File: src/inc/utf_pkg.sv
/*
  Shared constants and types of the transmit endpoint flow block:
  register offsets, bit positions, response codes, result carrier and
  the packed state record of the block.
  Assumes a 32-bit APB register bus and a serial engine on the same clock.
*/
package utf_pkg;

  // ==========================================================
  // widths and register map (byte addresses)
  localparam int unsigned LEN_W  = 8;
  localparam int unsigned ADDR_W = 8;
  localparam int unsigned DATA_W = 32;
  localparam logic [ADDR_W-1:0] OFS_CTRL  = 8'h00;
  localparam logic [ADDR_W-1:0] OFS_FLAGS = 8'h04;
  localparam logic [ADDR_W-1:0] OFS_STAT  = 8'h08;
  localparam logic [ADDR_W-1:0] OFS_DATA  = 8'h0c;
  localparam logic [ADDR_W-1:0] OFS_COUNT = 8'h10;

  // ==========================================================
  // control register fields and reset value
  localparam int unsigned CTL_W     = 4;
  localparam int unsigned CTL_ISO   = 0;
  localparam int unsigned CTL_OE    = 1;
  localparam int unsigned CTL_CEP   = 2;
  localparam int unsigned CTL_STALL = 3;
  localparam logic [CTL_W-1:0] CTL_RST = 4'h0;

  // ==========================================================
  // flag and status register fields
  localparam int unsigned FLG_OVF  = 0;
  localparam int unsigned FLG_URF  = 1;
  localparam int unsigned FLG_FULL = 2;
  localparam int unsigned FLG_EMP  = 3;
  localparam int unsigned FLG_CNT  = 6;
  localparam int unsigned ST_ACK   = 0;
  localparam int unsigned ST_ERR   = 1;
  localparam int unsigned ST_VOID  = 2;
  localparam int unsigned ST_FLUSH = 4;
  localparam logic [1:0] PKT_NONE = 2'h0;
  localparam logic [1:0] PKT_BOTH = 2'h3;

  // ==========================================================
  // types
  typedef enum logic [1:0] {
    RSP_NONE  = 2'h0,
    RSP_NAK   = 2'h1,
    RSP_STALL = 2'h2,
    RSP_DATA  = 2'h3
  } utf_rsp_t;

  typedef enum logic {
    FSM_IDLE = 1'b0,
    FSM_SEND = 1'b1
  } utf_fsm_t;

  typedef struct packed {
    logic acked;
    logic timeout;
    logic underrun;
  } utf_result_t;

  typedef struct packed {
    utf_fsm_t               fsm;
    logic [CTL_W-1:0]       ctrl;
    logic [1:0]             cnt;
    logic                   wr;
    logic                   rd;
    logic [1:0][LEN_W-1:0]  len;
    logic [LEN_W:0]         fill;
    logic                   ovf;
    logic                   urf;
    logic                   err;
    logic                   ack;
    logic                   vd;
    logic                   flush;
    logic [1:0]             p_clr;
    logic                   p_err;
    logic                   p_ack;
    logic                   p_vd;
    logic                   p_urf;
    logic                   in_seen;
    logic                   rsp_v;
    utf_rsp_t               rsp;
    logic [LEN_W-1:0]       tx_len;
    logic                   int_p;
    logic                   adv;
    logic                   rev;
    logic [DATA_W-1:0]      prdata;
    logic                   pready;
    logic                   pslverr;
  } utf_state_t;

endpackage

File: src/design/utf_tx_flow.sv
/*
  Transmit endpoint data-flow control for one USB function endpoint:
  two-packet transmit FIFO bookkeeping, status flags and the answer
  to IN tokens, with isochronous changes deferred to start of frame.
  Assumes firmware reaches it over APB and the serial engine drives
  the token, frame and result inputs synchronously on MCLK.

*/
`timescale 1ns/1ps

module utf_tx_flow #(
  parameter int unsigned FIFO_BYTES = 64
) (
  // clock and reset
  input  wire logic                              MCLK,
  input  wire logic                              RST,
  // apb slave
  input  wire logic                              PSEL,
  input  wire logic                              PENABLE,
  input  wire logic                              PWRITE,
  input  wire logic [utf_pkg::ADDR_W-1:0]        PADDR,
  input  wire logic [utf_pkg::DATA_W-1:0]        PWDATA,
  output logic      [utf_pkg::DATA_W-1:0]        PRDATA,
  output logic                                   PREADY,
  output logic                                   PSLVERR,
  // serial engine events
  input  wire logic                              IN_TOKEN,
  input  wire logic                              SOF,
  input  wire logic                              SETUP_RECEIVED,
  input  wire logic                              TX_DONE,
  input  wire utf_pkg::utf_result_t              TX_RESULT,
  // answer to the serial engine
  output logic                                   RSP_VALID,
  output utf_pkg::utf_rsp_t                      RSP_CODE,
  output logic      [utf_pkg::LEN_W-1:0]         TX_LEN,
  output logic                                   TX_INT,
  output logic                                   RD_ADVANCE,
  output logic                                   RD_REVERSE
);

  // ==========================================================
  // helpers
  function automatic logic hit(input logic [utf_pkg::ADDR_W-1:0] a,
                               input logic [utf_pkg::ADDR_W-1:0] ofs);
    hit = (a == ofs);
  endfunction

  localparam logic [utf_pkg::LEN_W:0] FULL_FILL = (utf_pkg::LEN_W+1)'(FIFO_BYTES);

  utf_pkg::utf_state_t q;
  utf_pkg::utf_state_t d;

  logic access;
  logic wr_en;
  logic fifo_err;
  logic iso;
  logic avail;
  logic [utf_pkg::LEN_W:0] rd_len;

  // ==========================================================
  // shared decode
  assign access   = PSEL & PENABLE & q.pready;
  assign wr_en    = access & PWRITE;
  assign fifo_err = q.ovf | q.urf;
  assign iso      = q.ctrl[utf_pkg::CTL_ISO];
  // a slot already consumed this frame still shows in the count in
  // isochronous mode, so the pending-clear mask hides it here
  assign avail    = q.cnt[q.rd] & ~q.p_clr[q.rd];
  assign rd_len   = {1'b0, q.len[q.rd]};

  // ==========================================================
  // next state
  always_comb begin
    d         = q;
    d.rsp_v   = 1'b0;
    d.int_p   = 1'b0;
    d.adv     = 1'b0;
    d.rev     = 1'b0;

    // apb: one wait state, data and error prepared with pready
    d.pready  = PSEL & PENABLE & ~q.pready;
    d.pslverr = 1'b0;
    d.prdata  = '0;
    if (PSEL & PENABLE & ~q.pready) begin
      if (hit(PADDR, utf_pkg::OFS_CTRL)) begin
        d.prdata[utf_pkg::CTL_W-1:0] = q.ctrl;
      end else if (hit(PADDR, utf_pkg::OFS_FLAGS)) begin
        d.prdata[utf_pkg::FLG_CNT+:2]   = q.cnt;
        d.prdata[utf_pkg::FLG_EMP]      = (q.fill == '0);
        d.prdata[utf_pkg::FLG_FULL]     = (q.fill == FULL_FILL);
        d.prdata[utf_pkg::FLG_URF]      = q.urf;
        d.prdata[utf_pkg::FLG_OVF]      = q.ovf;
      end else if (hit(PADDR, utf_pkg::OFS_STAT)) begin
        d.prdata[utf_pkg::ST_FLUSH] = q.flush;
        d.prdata[utf_pkg::ST_VOID]  = q.vd;
        d.prdata[utf_pkg::ST_ERR]   = q.err;
        d.prdata[utf_pkg::ST_ACK]   = q.ack;
      end else if (!(hit(PADDR, utf_pkg::OFS_DATA) | hit(PADDR, utf_pkg::OFS_COUNT))) begin
        d.pslverr = 1'b1;
      end
    end

    // firmware clears of the sticky flags come first so that any
    // hardware set later in this process wins the same cycle
    if (wr_en && hit(PADDR, utf_pkg::OFS_CTRL)) begin
      d.ctrl = PWDATA[utf_pkg::CTL_W-1:0];
    end
    if (wr_en && hit(PADDR, utf_pkg::OFS_FLAGS)) begin
      if (PWDATA[utf_pkg::FLG_OVF]) begin
        d.ovf = 1'b0;
      end
      if (PWDATA[utf_pkg::FLG_URF]) begin
        d.urf = 1'b0;
      end
    end

    // frame start: deferred isochronous changes land here
    if (SOF) begin
      d.in_seen = 1'b0;
      d.flush   = 1'b0;
      if (iso) begin
        d.cnt   = q.cnt & ~q.p_clr;
        d.p_clr = '0;
        d.err   = q.p_err;
        d.ack   = q.p_ack;
        d.vd    = q.p_vd;
        d.p_urf = 1'b0;
        if (q.p_urf) begin
          d.urf = 1'b1;
        end
        // both packets still queued and no IN all frame: drop oldest
        if (d.cnt == utf_pkg::PKT_BOTH && !q.in_seen) begin
          d.cnt[q.rd] = 1'b0;
          d.rd        = ~q.rd;
          d.fill      = q.fill - rd_len;
          d.adv       = 1'b1;
          d.flush     = 1'b1;
        end
      end
    end

    // firmware loads a byte; a full fifo only raises overrun
    if (wr_en && hit(PADDR, utf_pkg::OFS_DATA)) begin
      if (q.fill == FULL_FILL) begin
        d.ovf = 1'b1;
      end else begin
        d.fill = d.fill + 1'b1;
      end
    end

    // byte count commits a packet into the free slot at once
    if (wr_en && hit(PADDR, utf_pkg::OFS_COUNT)) begin
      if (q.cnt == utf_pkg::PKT_BOTH) begin
        d.ovf = 1'b1;
      end else begin
        d.len[q.wr] = PWDATA[utf_pkg::LEN_W-1:0];
        d.cnt[q.wr] = 1'b1;
        d.wr        = ~q.wr;
      end
    end

    // serial engine side
    case (q.fsm)
      utf_pkg::FSM_IDLE: begin
        if (IN_TOKEN) begin
          d.in_seen = 1'b1;
          d.rsp_v   = 1'b1;
          if (iso) begin
            if (!q.ctrl[utf_pkg::CTL_OE] || fifo_err || !avail) begin
              d.rsp  = utf_pkg::RSP_NONE;
              d.p_vd = 1'b1;
              if (!q.ctrl[utf_pkg::CTL_OE]) begin
                d.p_err = 1'b0;
                d.p_ack = 1'b0;
              end
            end else begin
              d.rsp    = utf_pkg::RSP_DATA;
              d.tx_len = q.len[q.rd];
              d.fsm    = utf_pkg::FSM_SEND;
            end
          end else if (q.ctrl[utf_pkg::CTL_CEP] && SETUP_RECEIVED) begin
            // setup pending outranks the stall bit
            d.rsp = utf_pkg::RSP_NAK;
            d.vd  = 1'b1;
          end else if (fifo_err) begin
            d.rsp = utf_pkg::RSP_NAK;
            d.vd  = 1'b1;
          end else if (q.ctrl[utf_pkg::CTL_STALL]) begin
            d.rsp = utf_pkg::RSP_STALL;
            d.vd  = 1'b1;
          end else if (!q.ctrl[utf_pkg::CTL_OE] || !avail) begin
            d.rsp = utf_pkg::RSP_NAK;
            d.vd  = 1'b1;
          end else begin
            d.rsp    = utf_pkg::RSP_DATA;
            d.tx_len = q.len[q.rd];
            d.fsm    = utf_pkg::FSM_SEND;
          end
        end
      end
      utf_pkg::FSM_SEND: begin
        if (TX_DONE) begin
          d.fsm = utf_pkg::FSM_IDLE;
          if (iso) begin
            // no handshake in isochronous mode: marker always moves
            d.rd           = ~q.rd;
            d.p_clr[q.rd]  = 1'b1;
            d.fill         = d.fill - rd_len;
            d.adv          = 1'b1;
            d.p_vd         = 1'b0;
            if (TX_RESULT.underrun) begin
              d.p_err = 1'b1;
              d.p_ack = 1'b0;
              d.p_urf = 1'b1;
            end else begin
              d.p_err = 1'b0;
              d.p_ack = 1'b1;
            end
          end else begin
            d.int_p = 1'b1;
            d.vd    = 1'b0;
            if (TX_RESULT.underrun) begin
              d.err = 1'b1;
              d.ack = 1'b0;
              d.urf = 1'b1;
              d.rev = 1'b1;
            end else if (TX_RESULT.acked) begin
              d.err        = 1'b0;
              d.ack        = 1'b1;
              d.cnt[q.rd]  = 1'b0;
              d.rd         = ~q.rd;
              d.fill       = d.fill - rd_len;
              d.adv        = 1'b1;
            end else begin
              d.err = 1'b1;
              d.ack = 1'b0;
              d.rev = 1'b1;
            end
          end
        end
      end
      default: begin
        d.fsm = utf_pkg::FSM_IDLE;
      end
    endcase

    // outside isochronous mode the shadow flags simply follow the
    // visible ones, so a later switch to isochronous starts clean
    if (!iso) begin
      d.p_err = d.err;
      d.p_ack = d.ack;
      d.p_vd  = d.vd;
      d.p_urf = 1'b0;
      d.p_clr = '0;
    end
  end

  // ==========================================================
  // state register
  always_ff @(posedge MCLK or posedge RST) begin
    if (RST) begin
      q      <= '0;
      q.ctrl <= utf_pkg::CTL_RST;
      q.fsm  <= utf_pkg::FSM_IDLE;
      q.rsp  <= utf_pkg::RSP_NONE;
    end else begin
      q <= d;
    end
  end

  // ==========================================================
  // outputs, all straight from the state register
  assign PRDATA     = q.prdata;
  assign PREADY     = q.pready;
  assign PSLVERR    = q.pslverr;
  assign RSP_VALID  = q.rsp_v;
  assign RSP_CODE   = q.rsp;
  assign TX_LEN     = q.tx_len;
  assign TX_INT     = q.int_p;
  assign RD_ADVANCE = q.adv;
  assign RD_REVERSE = q.rev;

endmodule

File: config.mk
export PLATFORM = sky130hd
export DESIGN_NAME = utf_tx_flow
export DESIGN_NICKNAME = d
export VERILOG_FILES = /design/src/inc/utf_pkg.sv /design/src/design/utf_tx_flow.sv
export SDC_FILE = /design/constraint.sdc
export NUM_CORES = 1
export LEC_CHECK = 0
export BUFFER_PORTS_ARGS = -buffer_cell sky130_fd_sc_hd__buf_4
export CAP_MARGIN = 20
export CORE_ASPECT_RATIO = 0.8
export CORE_MARGIN = 4
export CORE_UTILIZATION = 55
export DETAILED_ROUTE_END_ITERATION = 10
export HOLD_SLACK_MARGIN = 0.03
export PLACE_DENSITY = 0.81
export SYNTH_ARGS = -nofsm -noshare
export SYNTH_HDL_FRONTEND = slang
export SYNTH_SLANG_ARGS = --single-unit
File: constraint.sdc
create_clock -name MCLK -period 5.1 [get_ports MCLK]
set_clock_uncertainty 0.05 [all_clocks]
set_input_delay 0.765 -clock MCLK [delete_from_list [all_inputs] [get_ports MCLK]]
set_output_delay 0.765 -clock MCLK [all_outputs]
set_load 0.02 [all_outputs]
==> out/qor.yml <==
cts.clk_slew.worst_paths_ns: 0.08
post_cts_resized: 0
cts-hold-fix-buffers: 0
drc_errors: 0
drive_gt1_frac: 0.240
rrSetupSlack_ns: 0.75
worst_setup_path_start_kind: "flop"
numCtsBuffers: 9
max_cap_violations: 0
core.rowCount: 28
yosysSeqAreaShare: 0.408
holdCritPathClass: "flop to flop"
areaGrowthSynthToFinish_pct: 11.4
synth.avg_cell_area_sq_um: 9.76
start_util: 0.573
synth_cell_types: 58
clkLatencyLatePin_ns: 0.35
vias: 3362
ctsRootBufferMaster: "clkbuf_8"
hold_slack_ns: 0.447
power_frac_comb: 0.088
rsz0062_at_grt: "no"
core_area_sq_um: 7500
max_freq_ghz: 0.230
routed_via_density: 5.72
portBuffers: 49
setup_ws_ns: 0.746
power_frac_seq: 0.502
ir_drop_v: 0.000158
drv_slew: 0
slew_headroom: 0.361
critical_path.max_fanout: 11
syn-instance-count: 440
yosys.area.top_type: "dfrtp_1"
drt-pass1-iter-count: 5
hold_viol_final: 0
power_switching_uw: 296
r2r_start: "q[86]"
setup_violations: 0
synth_most_common_cell: "dfrtp_1"
yosys-top-cells-count: "dfrtp_1, buf_4, nor2_1"
ys_top_cells_by_area: "dfrtp_1, buf_4, mux2_2, ha_1, nor2_1"
hold_start: "RSP_CODE[1]"
reg2reg_to: "q[69]"
ys_seq_elements: 70
die_x_microns: 107
synthFlopType: "dfrtp_1"
syn_area_sq_um: 4300
hold_end: "RSP_CODE[1]"
r2r_cells: 15
die_area_sq_um: 9300
tns_ns: 0
p_int_uw: 838
netlist.area_leader.share: 0.408
nets: 549
dr_wl_met3_microns: 920
grt_max_degree: 44
highest-signal-layer: "met4"
cp.arrival_ns: 4.57
p_leak_uw: 0.00237
dr_wl_met2_microns: 4470
drt-initial-drc-count: 305
run_status: "completed"
p_clk_frac: 0.410
p_per_area_nw_per_um2: 237
drtAntennaViolNets: 0
gp_congestion: 0.915
insertedDiodeCount: 0
fin_cells: 588
cts_max_level: 3
fin_crit_ns: 4.35
dp_cells: 572
cts_buffer_depth: 2
io_pins: 100
fp.dieH_microns: 87.0
worst_pin_slew_ns: 0.955
async_reset_ff_frac: 1.00
post-dp-hpwl_microns: 7470
overflow: 0
cts_sinks: 70
grt_pass1_vias: 3358
hold_depth: 1
drt-total-wl_microns: 10000
post_cts_buffers: 0
end_kind: "flop"
grt_pass1_wl_microns: 16600
wl_met1_microns: 4420
grt_usage: 0.230
swShare: 0.261
worstPathRequired_ns: 5.32
cts_tree: "built"
synth_edf_count: 0
wl_per_cell_microns: 17.0
period_share: 0.854
dp_slack_ns: 0.798
antenna_found_initial: 0
critPathKind: "flop to flop"
synth_warnings: 0
power groups by stage:
| stage | Clock [uW] | Sequential [uW] | Combinational [uW] |
|---|---|---|---|
| after global placement | 0 | 579 | 97.3 |
| final | 465 | 569 | 100 |
| after floorplan | 0 | 577 | 79.2 |
| after global routing | 501 | 570 | 111 |
| after detailed placement | 0 | 579 | 99.0 |
| after CTS | 470 | 568 | 99.8 |
cell type report:
cell class,instances,area [sq um]
clock inverter,6,68.8
sequential,70,1750
timing repair buffer,57,428
multi-input combinational,319,2190
clock buffer,10,138
fill,630,2710
inverter,21,78.8
tap,105,131
flip-flops by register name (all words and copies together), names as in the netlist:
register,cells
PSLVERR,1
RD_ADVANCE,1
PREADY,1
TX_LEN,8
q,46
RD_REVERSE,1
TX_INT,1
RSP_VALID,1
PRDATA,7
iso,1
RSP_CODE,2
critical path: stages (launching register included):
cell and delay [ns]:
dfrtp_1 0.60, buf_4 0.26, mux2i_1 0.50, ha_1 0.42, nor3b_1 0.24, nand3_1 0.10, o311ai_0 0.15, nor3_2 0.15
nor4_4 0.36, xnor2_1 0.18, ha_1 0.28, or2_2 0.32, a211o_1 0.29, o21ai_0 0.10, xnor2_1 0.16, xnor2_1 0.13
worst max path at each step:
stage                     startpoint    end  cells past startpoint
after global routing           q[86]  q[69]                     14
after detailed placement       q[86]  q[69]                     14
final                          q[86]  q[69]                     15
after floorplan                q[86]  q[69]                     16
after CTS                      q[86]  q[69]                     14
after global placement         q[86]  q[69]                     15
metal layers:
| layer | track usage | vias to the layer above |
|---|---|---|
| li1 | - | 1565 |
| met1 | 0.315 | 1610 |
| met2 | 0.360 | 161 |
| met3 | 0.0519 | 26 |
| met4 | 0.0848 | 0 |
| met5 | 0 | - |
stage by stage:
step	total power, uW	utilization	area (sq um)
CTS	1140	0.638	4790
global placement	676	0.611	4580
global route	1180	0.638	4790
floorplan	657	-	4390
finish	1130	0.638	4790
detailed placement	678	0.611	4580
logic make-up (layout without fill, tap and decap cells):
logic type                 count (synthesis)  after routing  share of synthesized area
buffers and inverters                     75             94                      0.103
DFF                                       70             70                      0.408
muxes                                     39             39                     0.0990
other                                      1             25                   0.000873
and+or+nand+nor                          134            134                      0.167
adders and majority gates                 19             19                     0.0588
xor gates and xnor gates                  20             20                     0.0408
AOI/OAI and AO/OA                         82             82                      0.122
cells in the final DEF, fill, tap and decap left out, types with 5 or more instances in the layout:
cell       n
dfrtp_1   70
buf_4     57
nor2_1    37
nand2_1   31
mux2_2    28
a21oi_1   27
conb_1    25
inv_1     20
ha_1      17
o21ai_0   16
mux2i_1   11
xnor2_1   11
nand3_1   10
clkbuf_8  10
nor4_1     9
xor2_1     9
nor3_1     7
a21o_1     6
and3_1     6
nor2b_1    5
or2_2      5
Power figures use the tool's default switching activity.
